--- config.mk ---
export PLATFORM = sky130hd
export DESIGN_NAME = evt16_counter
export DESIGN_NICKNAME = d
export VERILOG_FILES = /design/src/rtl/evt16_pkg.sv /design/src/rtl/evt16_counter.sv /design/src/rtl/evt16_pin_filter.sv
export SDC_FILE = /design/constraint.sdc
export NUM_CORES = 1
export LEC_CHECK = 0
export ABC_AREA = 1
export BUFFER_PORTS_ARGS = -buffer_cell sky130_fd_sc_hd__buf_2
export CORE_UTILIZATION = 58
export DETAILED_ROUTE_END_ITERATION = 8
export GPL_ROUTABILITY_DRIVEN = 0
export HOLD_SLACK_MARGIN = 0.05
export PLACE_DENSITY_LB_ADDON = 0.2
export SLEW_MARGIN = 20
export SYNTH_ARGS = -nofsm -noshare
export SYNTH_HDL_FRONTEND = slang
export SYNTH_SLANG_ARGS = --single-unit
--- constraint.sdc ---
create_clock -name aclk -period 2.75 [get_ports aclk]
set_clock_uncertainty 0.1 [all_clocks]
set_input_delay 0.275 -clock aclk [delete_from_list [all_inputs] [get_ports aclk]]
set_output_delay 0.275 -clock aclk [all_outputs]
set_load 0.005 [all_outputs]
--- src/rtl/evt16_pkg.sv ---
// Package of constants and carrier types for the 16-bit event counter
package evt16_pkg;

	// ==========================================================
	// Register byte offsets
	localparam logic [7:0] EVT16_OFS_MODE = 8'h00;
	localparam logic [7:0] EVT16_OFS_COUNT = 8'h04;
	localparam logic [7:0] EVT16_OFS_CAPTURE = 8'h08;
	localparam logic [7:0] EVT16_OFS_CMP_A = 8'h0C;
	localparam logic [7:0] EVT16_OFS_CMP_B = 8'h10;
	localparam logic [7:0] EVT16_OFS_STATUS = 8'h14;

	// ==========================================================
	// Field positions in the mode register
	localparam int EVT16_SRC_LSB = 0;
	localparam int EVT16_CLR_LSB = 2;

	// Field positions in the status register
	localparam int EVT16_ST_OVF = 0;
	localparam int EVT16_ST_MATCH_A = 1;
	localparam int EVT16_ST_MATCH_B = 2;
	localparam int EVT16_ST_EDGE = 3;

	// ==========================================================
	// Values after reset, counter limit and bus response codes
	localparam logic [3:0] EVT16_MODE_RST = 4'h0;
	localparam logic [15:0] EVT16_CNT_RST = 16'h0000;
	localparam logic [15:0] EVT16_CNT_MAX = 16'hFFFF;
	localparam logic [1:0] EVT16_RESP_OKAY = 2'h0;
	localparam logic [1:0] EVT16_RESP_SLVERR = 2'h2;

	// Source select codes
	localparam logic [1:0] EVT16_SRC_TICK = 2'h0;
	localparam logic [1:0] EVT16_SRC_TICK_GATED = 2'h1;
	localparam logic [1:0] EVT16_SRC_PIN = 2'h2;
	localparam logic [1:0] EVT16_SRC_PIN_GATED = 2'h3;

	// Clear mode codes
	localparam logic [1:0] EVT16_CLR_HOLD = 2'h0;
	localparam logic [1:0] EVT16_CLR_FREE = 2'h1;
	localparam logic [1:0] EVT16_CLR_EDGE = 2'h2;
	localparam logic [1:0] EVT16_CLR_MATCH_B = 2'h3;

	// ==========================================================
	// Timing: pin sample period and counter tick ratio
	localparam int EVT16_CLK_NS = 100;
	localparam int EVT16_SAMPLE_NS = 250;
	localparam int EVT16_SAMPLE_CYC =
		(EVT16_SAMPLE_NS + EVT16_CLK_NS - 1) / EVT16_CLK_NS;
	localparam int EVT16_TICK_RATIO = 4;
	localparam int EVT16_ACCEPT_SAMPLES = 2;

	// ==========================================================
	// Filtered pin carrier
	typedef struct packed {
		logic level;
		logic fall;
	} evt16_pin_t;

endpackage : evt16_pkg

--- src/rtl/evt16_counter.sv ---
// 16-bit event counter with capture, two comparators and AXI4-Lite registers
// Functional notes
// - 16-bit counter steps once per selected input pulse, cleared only by clear logic.
// - Counter overflow sets a sticky flag software can test.
// - Capture copies counter on pin fall (tick sources) or square fall (pin sources).
// - Source select: tick, tick while pin high, pin fall, pin fall while square high.
// - Pin sampled each sample period; level accepted after two equal samples.
// - Two independent 16-bit compare registers loaded by software.
// - Comparator flags match A and match B on counter equality.
// - Compare value zero matches once every 65536 counts; in clear mode 11, compare A at zero matches on each clear.
// - Writing a compare register suppresses that comparator's match.
// - Clear mode: hold cleared, free run, clear on edge, clear on B match.
// - Edge clear uses pin fall if source bit 1 is 0, else square fall.
// - Clear mode 11 clears counter at compare B value, then keeps counting.
// - On a shared edge, capture completes before the counter is cleared.
// - Interrupt flags set on match A, match B and the selected falling edge.
// - Clear mode 00 holds counter at zero; other modes count and restart.
// - Reset and hardware stop force the mode register to zero.
//
// Decided for this implementation: the AXI4-Lite slave port and the register offsets.
`timescale 1ns/1ns
`default_nettype none

module evt16_counter
	import evt16_pkg::*;
#(
	parameter int SAMPLE_CYC = EVT16_SAMPLE_CYC,
	parameter int TICK_RATIO = EVT16_TICK_RATIO
) (
	// Clock and reset
	input wire logic aclk,
	input wire logic aresetn,
	// External pins and stop request
	input wire logic count_pin,
	input wire logic square_out,
	input wire logic hw_stop,
	// Event outputs
	output logic match_a,
	output logic match_b,
	output logic irq_match_a,
	output logic irq_match_b,
	output logic irq_edge,
	output logic overflow_flag,
	// AXI4-Lite write address
	input wire logic [7:0] s_axi_awaddr,
	input wire logic s_axi_awvalid,
	output logic s_axi_awready,
	// AXI4-Lite write data
	input wire logic [31:0] s_axi_wdata,
	input wire logic [3:0] s_axi_wstrb,
	input wire logic s_axi_wvalid,
	output logic s_axi_wready,
	// AXI4-Lite write response
	output logic [1:0] s_axi_bresp,
	output logic s_axi_bvalid,
	input wire logic s_axi_bready,
	// AXI4-Lite read address
	input wire logic [7:0] s_axi_araddr,
	input wire logic s_axi_arvalid,
	output logic s_axi_arready,
	// AXI4-Lite read data
	output logic [31:0] s_axi_rdata,
	output logic [1:0] s_axi_rresp,
	output logic s_axi_rvalid,
	input wire logic s_axi_rready
);

	// ==========================================================
	// State
	typedef struct packed {
		logic [7:0] sdiv;
		logic [7:0] tdiv;
		logic [3:0] mode;
		logic [15:0] cnt;
		logic [15:0] cap;
		logic [15:0] cmp_a;
		logic [15:0] cmp_b;
		logic sup_a;
		logic sup_b;
		logic [3:0] status;
		logic match_a;
		logic match_b;
		logic irq_a;
		logic irq_b;
		logic irq_e;
		logic aw_got;
		logic w_got;
		logic [7:0] awaddr;
		logic [31:0] wdata;
		logic [3:0] wstrb;
		logic awready;
		logic wready;
		logic bvalid;
		logic [1:0] bresp;
		logic arready;
		logic rvalid;
		logic [31:0] rdata;
		logic [1:0] rresp;
	} evt16_state_t;

	evt16_state_t st_r;
	evt16_state_t st_nxt;
	logic sample_tick;
	evt16_pin_t cp_f;
	evt16_pin_t sq_f;

	assign sample_tick = (st_r.sdiv == 8'(SAMPLE_CYC - 1));

	// ==========================================================
	// Pin filters
	evt16_pin_filter u_cp_filter (
		.aclk(aclk),
		.aresetn(aresetn),
		.sample_tick(sample_tick),
		.pin_in(count_pin),
		.pin_out(cp_f)
	);

	evt16_pin_filter u_sq_filter (
		.aclk(aclk),
		.aresetn(aresetn),
		.sample_tick(sample_tick),
		.pin_in(square_out),
		.pin_out(sq_f)
	);

	// Merge two low byte lanes into a 16-bit value
	function automatic logic [15:0] evt16_merge16(input logic [15:0] old_v,
		input logic [31:0] data, input logic [3:0] strb);
		logic [15:0] v;
		v = old_v;
		if (strb[0]) begin
			v[7:0] = data[7:0];
		end
		if (strb[1]) begin
			v[15:8] = data[15:8];
		end
		return v;
	endfunction : evt16_merge16

	// ==========================================================
	// Next-state logic
	always_comb begin
		logic [1:0] src;
		logic [1:0] clr;
		logic tick12;
		logic step;
		logic edge_ev;
		logic clr_edge;
		logic [15:0] newv;
		logic wrap;
		logic do_wr;
		logic [3:0] w1c;
		logic set_a;
		logic set_b;
		src = st_r.mode[EVT16_SRC_LSB +: 2];
		clr = st_r.mode[EVT16_CLR_LSB +: 2];
		tick12 = 1'b0;
		step = 1'b0;
		edge_ev = 1'b0;
		clr_edge = 1'b0;
		newv = st_r.cnt;
		wrap = 1'b0;
		do_wr = 1'b0;
		w1c = 4'h0;
		set_a = 1'b0;
		set_b = 1'b0;
		st_nxt = st_r;

		// Dividers: sample tick and slower counting tick
		st_nxt.sdiv = sample_tick ? 8'h00 : st_r.sdiv + 8'h01;
		if (sample_tick) begin
			if (st_r.tdiv == 8'(TICK_RATIO - 1)) begin
				st_nxt.tdiv = 8'h00;
				tick12 = 1'b1;
			end else begin
				st_nxt.tdiv = st_r.tdiv + 8'h01;
			end
		end

		// Input selection
		case (src)
			EVT16_SRC_TICK: step = tick12;
			EVT16_SRC_TICK_GATED: step = tick12 && cp_f.level;
			EVT16_SRC_PIN: step = cp_f.fall;
			EVT16_SRC_PIN_GATED: step = cp_f.fall && sq_f.level;
			default: step = 1'b0;
		endcase
		edge_ev = src[1] ? sq_f.fall : cp_f.fall;

		// Capture on the selected edge, using the counter before any clear
		if (edge_ev) begin
			st_nxt.cap = st_r.cnt;
		end

		// Counting and clearing
		case (clr)
			EVT16_CLR_HOLD: newv = EVT16_CNT_RST;
			EVT16_CLR_FREE: begin
				if (step) begin
					newv = st_r.cnt + 16'h0001;
					wrap = (st_r.cnt == EVT16_CNT_MAX);
				end
			end
			EVT16_CLR_EDGE: begin
				clr_edge = edge_ev;
				if (edge_ev) begin
					newv = EVT16_CNT_RST;
				end else if (step) begin
					newv = st_r.cnt + 16'h0001;
					wrap = (st_r.cnt == EVT16_CNT_MAX);
				end
			end
			EVT16_CLR_MATCH_B: begin
				if (step && st_r.cmp_b != EVT16_CNT_RST && st_r.cnt == st_r.cmp_b) begin
					newv = EVT16_CNT_RST;
				end else if (step) begin
					newv = st_r.cnt + 16'h0001;
					wrap = (st_r.cnt == EVT16_CNT_MAX);
				end
			end
			default: newv = EVT16_CNT_RST;
		endcase
		st_nxt.cnt = newv;

		// Comparators fire when a count step lands on the compare value
		st_nxt.match_a = 1'b0;
		st_nxt.match_b = 1'b0;
		if (step && !clr_edge && clr != EVT16_CLR_HOLD) begin
			st_nxt.match_a = !st_r.sup_a && (newv == st_r.cmp_a);
			st_nxt.match_b = !st_r.sup_b && (newv == st_r.cmp_b);
			st_nxt.sup_a = 1'b0;
			st_nxt.sup_b = 1'b0;
		end
		st_nxt.irq_a = st_nxt.match_a;
		st_nxt.irq_b = st_nxt.match_b;
		st_nxt.irq_e = edge_ev;

		// AXI write channels taken independently
		st_nxt.awready = !st_r.aw_got && !st_r.bvalid;
		st_nxt.wready = !st_r.w_got && !st_r.bvalid;
		if (s_axi_awvalid && st_r.awready) begin
			st_nxt.aw_got = 1'b1;
			st_nxt.awaddr = s_axi_awaddr;
			st_nxt.awready = 1'b0;
		end
		if (s_axi_wvalid && st_r.wready) begin
			st_nxt.w_got = 1'b1;
			st_nxt.wdata = s_axi_wdata;
			st_nxt.wstrb = s_axi_wstrb;
			st_nxt.wready = 1'b0;
		end
		if (st_r.bvalid && s_axi_bready) begin
			st_nxt.bvalid = 1'b0;
		end

		// Register write once both halves are held
		if (st_r.aw_got && st_r.w_got && !st_r.bvalid) begin
			do_wr = 1'b1;
			st_nxt.aw_got = 1'b0;
			st_nxt.w_got = 1'b0;
			st_nxt.bvalid = 1'b1;
			st_nxt.bresp = EVT16_RESP_OKAY;
		end
		if (do_wr) begin
			case (st_r.awaddr)
				EVT16_OFS_MODE: begin
					if (st_r.wstrb[0]) begin
						st_nxt.mode = st_r.wdata[3:0];
					end
				end
				EVT16_OFS_CMP_A: begin
					st_nxt.cmp_a = evt16_merge16(st_r.cmp_a, st_r.wdata, st_r.wstrb);
					st_nxt.sup_a = 1'b1;
				end
				EVT16_OFS_CMP_B: begin
					st_nxt.cmp_b = evt16_merge16(st_r.cmp_b, st_r.wdata, st_r.wstrb);
					st_nxt.sup_b = 1'b1;
				end
				EVT16_OFS_STATUS: begin
					if (st_r.wstrb[0]) begin
						w1c = st_r.wdata[3:0];
					end
				end
				EVT16_OFS_COUNT, EVT16_OFS_CAPTURE: st_nxt.bresp = EVT16_RESP_OKAY;
				default: st_nxt.bresp = EVT16_RESP_SLVERR;
			endcase
		end

		// Write to a compare register also kills a match in the same cycle
		if (do_wr && st_r.awaddr == EVT16_OFS_CMP_A) begin
			st_nxt.match_a = 1'b0;
			st_nxt.irq_a = 1'b0;
		end
		if (do_wr && st_r.awaddr == EVT16_OFS_CMP_B) begin
			st_nxt.match_b = 1'b0;
			st_nxt.irq_b = 1'b0;
		end

		// Sticky status: clear by writing one, new event wins
		set_a = st_nxt.irq_a;
		set_b = st_nxt.irq_b;
		st_nxt.status = st_r.status & ~w1c;
		st_nxt.status[EVT16_ST_OVF] = st_nxt.status[EVT16_ST_OVF] | wrap;
		st_nxt.status[EVT16_ST_MATCH_A] = st_nxt.status[EVT16_ST_MATCH_A] | set_a;
		st_nxt.status[EVT16_ST_MATCH_B] = st_nxt.status[EVT16_ST_MATCH_B] | set_b;
		st_nxt.status[EVT16_ST_EDGE] = st_nxt.status[EVT16_ST_EDGE] | edge_ev;

		// AXI read channel
		st_nxt.arready = !st_r.rvalid && !st_nxt.rvalid;
		if (st_r.rvalid && s_axi_rready) begin
			st_nxt.rvalid = 1'b0;
			st_nxt.arready = 1'b1;
		end
		if (s_axi_arvalid && st_r.arready) begin
			st_nxt.arready = 1'b0;
			st_nxt.rvalid = 1'b1;
			st_nxt.rresp = EVT16_RESP_OKAY;
			case (s_axi_araddr)
				EVT16_OFS_MODE: st_nxt.rdata = {28'h000_0000, st_r.mode};
				EVT16_OFS_COUNT: st_nxt.rdata = {16'h0000, st_r.cnt};
				EVT16_OFS_CAPTURE: st_nxt.rdata = {16'h0000, st_r.cap};
				EVT16_OFS_STATUS: st_nxt.rdata = {28'h000_0000, st_r.status};
				EVT16_OFS_CMP_A, EVT16_OFS_CMP_B: st_nxt.rdata = 32'h0000_0000;
				default: begin
					st_nxt.rdata = 32'h0000_0000;
					st_nxt.rresp = EVT16_RESP_SLVERR;
				end
			endcase
		end

		// Hardware stop clears the mode register
		if (hw_stop) begin
			st_nxt.mode = EVT16_MODE_RST;
		end
	end

	// State register, reset forces mode to zero
	always_ff @(posedge aclk) begin
		if (!aresetn) begin
			st_r <= '0;
		end else begin
			st_r <= st_nxt;
		end
	end

	// ==========================================================
	// Outputs straight from flip-flops
	assign match_a = st_r.match_a;
	assign match_b = st_r.match_b;
	assign irq_match_a = st_r.irq_a;
	assign irq_match_b = st_r.irq_b;
	assign irq_edge = st_r.irq_e;
	assign overflow_flag = st_r.status[EVT16_ST_OVF];
	assign s_axi_awready = st_r.awready;
	assign s_axi_wready = st_r.wready;
	assign s_axi_bresp = st_r.bresp;
	assign s_axi_bvalid = st_r.bvalid;
	assign s_axi_arready = st_r.arready;
	assign s_axi_rdata = st_r.rdata;
	assign s_axi_rresp = st_r.rresp;
	assign s_axi_rvalid = st_r.rvalid;

endmodule : evt16_counter

`default_nettype wire

--- src/rtl/evt16_pin_filter.sv ---
// Sampled noise filter with falling-edge detector for one pin
`timescale 1ns/1ns
`default_nettype none

module evt16_pin_filter
	import evt16_pkg::*;
(
	// Clock and reset
	input wire logic aclk,
	input wire logic aresetn,
	// Sample strobe and raw pin
	input wire logic sample_tick,
	input wire logic pin_in,
	// Filtered result
	output evt16_pin_t pin_out
);

	// ==========================================================
	// State
	typedef struct packed {
		logic [EVT16_ACCEPT_SAMPLES-1:0] hist;
		logic level;
		logic fall;
	} evt16_filt_t;

	evt16_filt_t st_r;
	evt16_filt_t st_nxt;

	// Accept a level after it holds for the full sample history
	always_comb begin
		st_nxt = st_r;
		st_nxt.fall = 1'b0;
		if (sample_tick) begin
			st_nxt.hist = {st_r.hist[EVT16_ACCEPT_SAMPLES-2:0], pin_in};
			if (&st_nxt.hist && !st_r.level) begin
				st_nxt.level = 1'b1;
			end else if (~|st_nxt.hist && st_r.level) begin
				st_nxt.level = 1'b0;
				st_nxt.fall = 1'b1;
			end
		end
	end

	// State register
	always_ff @(posedge aclk) begin
		if (!aresetn) begin
			st_r <= '0;
		end else begin
			st_r <= st_nxt;
		end
	end

	assign pin_out.level = st_r.level;
	assign pin_out.fall = st_r.fall;

endmodule : evt16_pin_filter

`default_nettype wire

Word level (Yosys, flattened, before mapping)
Index checks and enable logic that the tools add are counted.
- bits in registers: 168
- word-level logic and storage cells: 170
- output and inout bits: 47
- equality and inequality tests: 22
- reductions and logical operators: 66
- muxes and demuxes: 37
- add/sub/neg operators: 3
- bitwise operators: 8
- operators with widths (cell ; number):
    $pmux W16 S4 ; 2
    $eq A16 B16 Y1 ; 3
    $mux W16 ; 3
    $mux W35 ; 1
    $eq A8 B4 Y1 const B ; 4
    $eq A8 B5 Y1 const B ; 4
    $logic_and A1 B1 Y1 ; 23
    $reduce_or A2 Y1 ; 9
    $add A16 B1 Y16 const B ; 1
    $add A8 B1 Y8 const B ; 2
    $eq A16 B16 Y1 const B ; 1
    $eq A8 B2 Y1 const B ; 2
    $eq A8 B3 Y1 const B ; 2
    $logic_not A8 Y1 ; 2
    $mux W2 ; 8
    $reduce_bool A16 Y1 ; 1
    $mux W1 ; 15
    $reduce_and A3 Y1 ; 5
    $mux W4 ; 3
    $logic_not A1 Y1 ; 11
    $reduce_bool A2 Y1 ; 5
    $eq A2 B2 Y1 const B ; 4
    $mux W8 ; 1
    $reduce_and A2 Y1 ; 4
    other kinds (13) ; 20

Logic depth before layout (Yosys ltp)
Gate-level depths: netlist of the first run.
- word-level depth: 14
- mapped depth: 19

By module
From an unflattened synthesis of the first run, not the netlist that was laid out.
- cells, all modules: 1201
- area total of the unflattened synthesis: 8015.2 um^2
- modules (own cells, without submodules) (module ; times used ; area an instance (um^2) ; cells each):
    evt16_counter ; 1 ; 7752.4 ; 1165
    evt16_pin_filter ; 2 ; 131.4 ; 18

Worst setup path before layout of the first run
Ideal clock, no wire load.
- path type: flip-flop to flip-flop
- start point: reg st_r[166] in the netlist's numbering
- end point: reg st_r[94] in the netlist's numbering
- arrival: 1.823 ns
- slack: 0.702 ns
- data required time: 2.525 ns
- setup time: 0.125 ns
- path buffers: 1
- cell stages (with the launch flop): 18
- path through: dfxtp_1 > ha_1 > nand2_1 > nor2_1 > nand2_4 > nand2_8 > nand2_8 > inv_6 > nand3_4 > buf_6 > nand3_1 > nand2_1 > nand2_1 > nor2_1 > nand2_1 > nor2_1 > nand3_1 > nand2_1
- longest elaborated chain between the ends: 14
- elaborated cells on any way between the ends: 18
- RTL lines (item ; RTL line ; source):
    start, declared ; evt16_counter.sv:101 ; evt16_state_t st_r;
    start signal, assigned ; evt16_counter.sv:343 ; st_r <= st_nxt;
    $eq A8 B2 Y1 (*) ; evt16_counter.sv:173 ; if (st_r.tdiv == 8'(TICK_RATIO - 1)) begin
    $mux W1 (*) ; evt16_counter.sv:173 ;
    $mux W1 (*) ; evt16_counter.sv:172 ; if (sample_tick) begin
    $logic_and A1 B1 Y1 ; evt16_counter.sv:184 ; EVT16_SRC_TICK_GATED: step = tick12 && cp_f.level;
    $pmux W1 S4 (*) ; evt16_counter.sv:182 ; case (src)
    $logic_and A1 B1 Y1 (2 in series) ; evt16_counter.sv:215 ; if (step && st_r.cmp_b != EVT16_CNT_RST && st_r.cnt == st_r.cmp_b) begin
    $mux W16 ; evt16_counter.sv:215 ;
    $pmux W16 S4 ; evt16_counter.sv:197 ; case (clr)
    $eq A16 B16 Y1 ; evt16_counter.sv:231 ; st_nxt.match_b = !st_r.sup_b && (newv == st_r.cmp_b);
    $logic_and A1 B1 Y1 ; evt16_counter.sv:231 ;
    $mux W2 (*) ; evt16_counter.sv:229 ; if (step && !clr_edge && clr != EVT16_CLR_HOLD) begin
    $mux W1 (*) ; evt16_counter.sv:295 ; if (do_wr && st_r.awaddr == EVT16_OFS_CMP_B) begin
    $or A1 B1 Y1 (*) ; evt16_counter.sv:306 ; st_nxt.status[EVT16_ST_MATCH_B] = st_nxt.status[EVT16_ST_MATCH_B] | set_b;
Every way passes the cells marked *; elsewhere a longest branch is shown, timed or not.
A chain may end at the register's enable or synchronous reset.

Worst setup path after layout of the first run
Same ends and word-level chain as after synthesis.

==> impl_metrics.yaml, run 1 <==
finish:
  most-common-layout-cells: "sky130_fd_sc_hd__nand2_1 (245), sky130_fd_sc_hd__dfxtp_1 (151), sky130_fd_sc_hd__nor2_1 (148)"
  final_layout_size_suffix_gt1_frac: 0.129
  antennaDiodeCount: 0
  layout-area-overhead-vs-synth_pct: 17.0
  final_util: 0.701
  fillers: 1083
  layout.nets: 1262
  final_common_cell: "sky130_fd_sc_hd__nand2_1"
  stdcell_area_um2: 8880
floorplan:
  design.die.area_um2: 13500
  fp.dieW_um: 116
  start_util: 0.599
  number_of_top_level_pins: 109
  dieHeight_um: 116
  fp-row-count: 41
  placeableCoreArea_um2: 12700
global_routing:
  maximum_number_of_pins_on_one_net_before_global_route_repair: 88
  first_global_vias: 6569
  grt_remaining_overflow: 0
  initial_antenna_violation_count: 0
  global_route_wire_length_before_repair_um: 31200
  grt_util_all_layers: 0.299
route:
  drtIter0Drc: 673
  routed_wire_length_per_instance_um: 13.6
  route.detailed.vias_per_inst: 5.28
  drtAntennaViolNets: 0
  drcViolationCount: 0
  route.vias.total: 7283
  finalWirelength_um: 18800
  drt-pass1-iter-count: 7
sta:
  max_slew.worst_pin.slew_ns: 0.709
  timing.max_slew.rel_slack: 0.527
  post-route-period-util: 0.947
  timing.fmax_mhz: 384
  holdWs_ns: 0.0582
  setup_violations: 0
  final.min_clock_period_ns: 2.60
  finalHoldViolCount: 0
  max_slew_vio_count: 0
pwr:
  power.ir.vdd_worst_mv: 0.355
  power-per-cell-area_nw_per_um2: 573
  power_leakage_nw: 3.91
cts:
  post-cts-setup-buffers: 0
  ctsHtreeMaxLevel: 4
  cts_num_sinks: 151
  tritoncts_clock_tree: "yes"
  clkTransAtPathRegs_ns: 0.06
  clk_root_buffer_cell: "sky130_fd_sc_hd__clkbuf_16"
  cts_bufs_inserted: 17
  max-clock-path-buffers: 2
  clk-insertion-delay-late_ns: 0.43
worst_setup_path:
  critical_path_arrival_ns: 2.88
  critPathBufInv: 2
  setup.worst_path.start_class: "flop"
  r2r_end: "st_r[94]"
  cells_traversed_along_the_worst_timing_path: "ha_1 > nand2_1 > nor2_2 > nand2_4 > nand2_8 > nand2_8 > buf_4 > nand2_1 > nand2_1 > inv_1 > nand3_1 > nand2_1 > nand2_1 > nor2_1 > nand2_1 > nor2_1 > nand3_2 > nand2_1"
  critical_path.startpoint: "st_r[166]"
  setup.worst_path.end_class: "flop"
  reg2reg_depth: 18
  worstPathRequired_ns: 3.02
  worst_r2r_startpoint: "st_r[166]"
  timing.critical_path.slowest_cell_delay_ns: 0.37
  worstSetupPathType: "reg -> reg"
  critPathMaxFanout: 18
  slowest_stage: "sky130_fd_sc_hd__dfxtp_1"
  worst_setup_path_endpoint: "st_r[94]"
  critical_path.top_delay_family: "simple AND/OR/NAND/NOR gates"
  number_of_logic_stages_on_the_critical_path_including_buffering: 18
  setup.reg_to_reg.worst_slack_ns: 0.15
  critical-path-top-cell-by-count: "sky130_fd_sc_hd__nand2_1"
yosys:
  synth_enable_flop_cells: 0
  ys_ff_latch: 151
  post_synth_instance_area_um2: 7590
  syn-mean-instance-area_um2: 6.82
  synth_top_flop_cell: "sky130_fd_sc_hd__dfxtp_1"
  synth.distinct_cells: 43
  netlist_instances: 1112
  synth.yosys.seq_area_share: 0.398
  synthesis.yosys.warnings: 0
  async_sr_flop_fraction: 0
run:
  max_cap_viol_count: 0
place:
  hpwl_um: 13300
  place_area_um2: 7940
  numPortBuffers: 73
worst_hold_path:
  holdCritPathClass: "in -> reg"
outcome:
  status: "complete, no violations"
[flip-flops by register name, summed over array words and instances, names as in the netlist, 2 cells and up, named ones only]
name / flops
u_sq_filter.pin_out: 2
st_r: 117
u_cp_filter.pin_out: 2
s_axi_rdata: 16
[logic make-up after synthesis]
| group | share of synthesized area |
|---|---|
| buf+inv | 0.128 |
| flops | 0.398 |
| fa+ha+maj | 0.00660 |
| compound gates | 0.148 |
| other cells | 0.000494 |
| simple gates | 0.302 |
| xor+xnor | 0.0172 |
[power breakdown]
group          total (W)  internal (W)  switching, W
Sequential       0.00228       0.00224     0.0000378
Clock            0.00251       0.00162      0.000882
Combinational   0.000297      0.000121      0.000177
[metal layers]
metal | vias to the layer above | GRT usage | share of wire
met5 | - | 0 | 0
met4 | 0 | 0.112 | 0.022
met3 | 32 | 0.0602 | 0.069
met2 | 302 | 0.490 | 0.45
met1 | 3238 | 0.391 | 0.45
li1 | 3711 | - | -
[what timing repair did]
item                                    4_1_cts  5_1_grt
hold endpoints to repair                     33        0
gates resized for setup                       0        3
endpoints found under the setup margin        0        4
hold buffers                                 29        0
[final cells by class]
class,instances,area [µm²],area share
clock inverters,8,144,0.0162
repair buffers,122,818,0.0922
flip-flops and latches,151,3020,0.341
clock buffers,22,494,0.0557
multi-input cells,768,3670,0.413
inverters,136,515,0.0581
well taps,172,215,0.0242
[per-stage QoR]
step / cells / setup WS, ns / setup TNS (ns) / total power, W
floorplan: 1128 / 0.702 / 0 / 0.00252
global placement: 1320 / 0.280 / 0 / 0.00258
detailed placement: 1320 / 0.208 / 0 / 0.00259
CTS: 1379 / 0.139 / 0 / 0.00511
global route: 1379 / -0.0111 / -0.0170 / 0.00527
finish: 1379 / 0.146 / 0 / 0.00509
[worst register-to-register path, cell delays in order, from the launching register on]
cell and delay, ns:
sky130_fd_sc_hd__dfxtp_1 0.37, sky130_fd_sc_hd__ha_1 0.20, sky130_fd_sc_hd__nand2_1 0.11, sky130_fd_sc_hd__nor2_2 0.17
sky130_fd_sc_hd__nand2_4 0.09, sky130_fd_sc_hd__nand2_8 0.11, sky130_fd_sc_hd__nand2_8 0.07, sky130_fd_sc_hd__buf_4 0.21
sky130_fd_sc_hd__nand2_1 0.08, sky130_fd_sc_hd__nand2_1 0.08, sky130_fd_sc_hd__inv_1 0.14, sky130_fd_sc_hd__nand3_1 0.15
sky130_fd_sc_hd__nand2_1 0.10, sky130_fd_sc_hd__nand2_1 0.07, sky130_fd_sc_hd__nor2_1 0.09, sky130_fd_sc_hd__nand2_1 0.05
sky130_fd_sc_hd__nor2_1 0.14, sky130_fd_sc_hd__nand3_2 0.14, sky130_fd_sc_hd__nand2_1 0.08
[worst min path at each step]
stage               startpoint                     end  slack, ns  cells past startpoint
3_5_place_dp    s_axi_bresp[0]          s_axi_bresp[0]       0.31                      2
3_3_place_gp    s_axi_bresp[0]          s_axi_bresp[0]       0.31                      2
5_1_grt        s_axi_wdata[11]                st_r[56]       0.07                      3
2_1_floorplan       square_out  u_sq_filter.pin_out[0]       0.25                      1
6_report       s_axi_wdata[11]                st_r[56]       0.06                      3
4_1_cts        s_axi_wdata[11]                st_r[56]       0.06                      3
[synthesized netlist by cell type, types with 4 or more instances]
library cell                 n  area (µm²)
sky130_fd_sc_hd__a211oi_1    6        45.0
sky130_fd_sc_hd__a21oi_1    84         420
sky130_fd_sc_hd__buf_1       4        15.0
sky130_fd_sc_hd__buf_4      39         293
sky130_fd_sc_hd__buf_6       4        45.0
sky130_fd_sc_hd__clkbuf_1   24        90.1
sky130_fd_sc_hd__dfxtp_1   151        3020
sky130_fd_sc_hd__ha_1        4        50.1
sky130_fd_sc_hd__inv_1     127         477
sky130_fd_sc_hd__inv_2       7        26.3
sky130_fd_sc_hd__nand2_1   245         920
sky130_fd_sc_hd__nand3_1    54         270
sky130_fd_sc_hd__nand4_1    29         181
sky130_fd_sc_hd__nor2_1    149         559
sky130_fd_sc_hd__nor3_1     18        90.1
sky130_fd_sc_hd__nor3b_1     4        30.0
sky130_fd_sc_hd__o21ai_0    90         450
sky130_fd_sc_hd__o22ai_1    19         119
sky130_fd_sc_hd__or2_2       4        25.0
sky130_fd_sc_hd__xnor2_1     6        52.6
sky130_fd_sc_hd__xor2_1      7        61.3
(Power assumes the default switching activity.)
==> inputs of run 2 (changes only) <==
--- a/config.mk
+++ b/config.mk
@@ -7,7 +7,10 @@
 export LEC_CHECK = 0
 export ABC_AREA = 1
 export BUFFER_PORTS_ARGS = -buffer_cell sky130_fd_sc_hd__buf_2
-export CORE_UTILIZATION = 58
+export CELL_PAD_IN_SITES_DETAIL_PLACEMENT = 0
+export CELL_PAD_IN_SITES_GLOBAL_PLACEMENT = 1
+export CORE_MARGIN = 3
+export CORE_UTILIZATION = 41
 export DETAILED_ROUTE_END_ITERATION = 8
 export GPL_ROUTABILITY_DRIVEN = 0
 export HOLD_SLACK_MARGIN = 0.05
==> impl_metrics.yaml, run 2 (synthesized netlist as in run 1, its figures left out) <==
cts:
  clk_root_buffer_cell: "sky130_fd_sc_hd__clkbuf_16"
  tritoncts_clock_tree: "yes"
  cts_bufs_inserted: 17
  clkTransAtPathRegs_ns: 0.07
  post-cts-setup-buffers: 0
  cts_num_sinks: 151
  ctsHtreeMaxLevel: 4
  clk-insertion-delay-late_ns: 0.43
  max-clock-path-buffers: 2
floorplan:
  number_of_top_level_pins: 109
  design.die.area_um2: 20200
  placeableCoreArea_um2: 18100
  fp-row-count: 49
  fp.dieW_um: 142
  dieHeight_um: 142
  start_util: 0.419
finish:
  antennaDiodeCount: 0
  final_layout_size_suffix_gt1_frac: 0.160
  stdcell_area_um2: 9220
  regMostFlops: "st_r"
  layout-area-overhead-vs-synth_pct: 21.5
  largest_register_ff_count: 117
  final_common_cell: "sky130_fd_sc_hd__nand2_1"
  most-common-layout-cells: "sky130_fd_sc_hd__nand2_1 (245), sky130_fd_sc_hd__dfxtp_1 (151), sky130_fd_sc_hd__nor2_1 (147)"
  layout.nets: 1304
  post_layout_nonfiller_instances: 1480
global_routing:
  maximum_number_of_pins_on_one_net_before_global_route_repair: 88
  first_global_vias: 6729
  initial_antenna_violation_count: 0
  global_route_wire_length_before_repair_um: 35100
  grt_util_all_layers: 0.220
  grt_remaining_overflow: 0
worst_setup_path:
  worstSetupPathType: "reg -> reg"
  setup.reg_to_reg.worst_slack_ns: 0.17
  critical_path_arrival_ns: 2.86
  setup.worst_path.start_class: "flop"
  critPathMaxFanout: 9
  worstPathRequired_ns: 3.02
  setup.worst_path.end_class: "flop"
worst_hold_path:
  holdCritPathClass: "in -> reg"
route:
  route.vias.total: 7328
  drt-pass1-iter-count: 5
  routed_wire_length_per_instance_um: 14.7
  drtAntennaViolNets: 0
  drtIter0Drc: 516
  finalWirelength_um: 21700
  drcViolationCount: 0
  route.detailed.vias_per_inst: 4.95
sta:
  finalHoldViolCount: 0
  post-route-period-util: 0.940
  final.min_clock_period_ns: 2.58
  timing.max_slew.rel_slack: 0.478
  max_slew_vio_count: 0
  rsz0062_at_grt: "false"
  setup_violations: 0
  timing.fmax_mhz: 387
  max_slew.worst_pin.slew_ns: 0.784
  setup_tns_ns: 0
  postLayoutSetupSlackWorst_ns: 0.165
place:
  detailedPlace.worstSlack_ns: 0.175
  hpwl_um: 16300
  place_area_um2: 8320
  place_inst: 1418
  numPortBuffers: 73
pwr:
  power.ir.vdd_worst_mv: 0.452
  power_leakage_nw: 4.07
  power-per-cell-area_nw_per_um2: 534
outcome:
  status: "complete, no violations"
run:
  max_cap_viol_count: 0
## run 2: cell types whose count changed in the layout (fill, tap and decap cells not counted), moves of 3 or more
cell,delta
sky130_fd_sc_hd__bufinv_16,-3
sky130_fd_sc_hd__clkinv_2,-3
sky130_fd_sc_hd__inv_6,+6
sky130_fd_sc_hd__clkinvlp_4,+3
sky130_fd_sc_hd__clkbuf_8,-3
sky130_fd_sc_hd__buf_4,+41
## run 2: worst max-delay path, stage by stage, from the launching register on
cell	delay, ns
sky130_fd_sc_hd__dfxtp_1	0.36
sky130_fd_sc_hd__ha_1	0.20
sky130_fd_sc_hd__nand2_1	0.07
sky130_fd_sc_hd__nor2_1	0.19
sky130_fd_sc_hd__nand2_4	0.10
sky130_fd_sc_hd__nand2_8	0.08
sky130_fd_sc_hd__buf_4	0.17
sky130_fd_sc_hd__nand3_1	0.08
sky130_fd_sc_hd__nand2_1	0.08
sky130_fd_sc_hd__nand3_1	0.18
sky130_fd_sc_hd__nor2_1	0.19
sky130_fd_sc_hd__buf_4	0.13
sky130_fd_sc_hd__nand2_1	0.04
sky130_fd_sc_hd__nand2_1	0.08
sky130_fd_sc_hd__nand3_1	0.06
sky130_fd_sc_hd__nor2_1	0.09
sky130_fd_sc_hd__nand3_1	0.21
sky130_fd_sc_hd__nand2_1	0.12
## run 2: through the flow
step	power (W)	hold slack (ns)	utilization
global route	0.00511	0.0906	0.510
CTS	0.00496	0.0669	0.509
global placement	0.00261	0.316	0.460
detailed placement	0.00261	0.329	0.460
finish	0.00492	0.0916	0.510
floorplan	0.00252	0.253	-
## run 2: final cells by class
| class | count | area, µm² |
|---|---|---|
| inverters | 136 | 515 |
| clock inverters | 13 | 134 |
| clock buffers | 19 | 453 |
| well taps | 229 | 287 |
| repair buffers | 164 | 1140 |
| multi-input cells | 768 | 3670 |
| flip-flops and latches | 151 | 3020 |
| fillers | 1856 | 8870 |
## run 2: path summary, 6_finish.rpt
| path | cells past startpoint | endpoint | start |
|---|---|---|---|
| setup / recovery | 17 | st_r[94] | st_r[167] |
| hold / removal | 3 | st_r[47] | s_axi_wdata[2] |
| setup reg to reg | 17 | st_r[94] | st_r[167] |
| hold reg to reg | 2 | s_axi_bresp[0] | s_axi_bresp[0] |
## run 2: what timing repair did
item | CTS | global route
hold buffers | 30 | 0
endpoints found under the hold margin | 34 | 0
resized for setup | 0 | 4
setup endpoints to repair | 0 | 4
## run 2: metal layers
layer | GRT usage | up-vias | share of wire
met5 | 0 | - | 0
met4 | 0.0864 | 0 | 0.028
met3 | 0.0447 | 35 | 0.047
met2 | 0.341 | 175 | 0.46
met1 | 0.302 | 3319 | 0.47
li1 | - | 3799 | -
## run 2: report_power, final
part           total [W]  switching, W  leakage, nW  internal, W
sequential       0.00228     0.0000377         1.22      0.00224
clock            0.00233       0.00101        0.280      0.00132
combinational   0.000309      0.000181         2.56     0.000129
total            0.00492       0.00123         4.07      0.00369
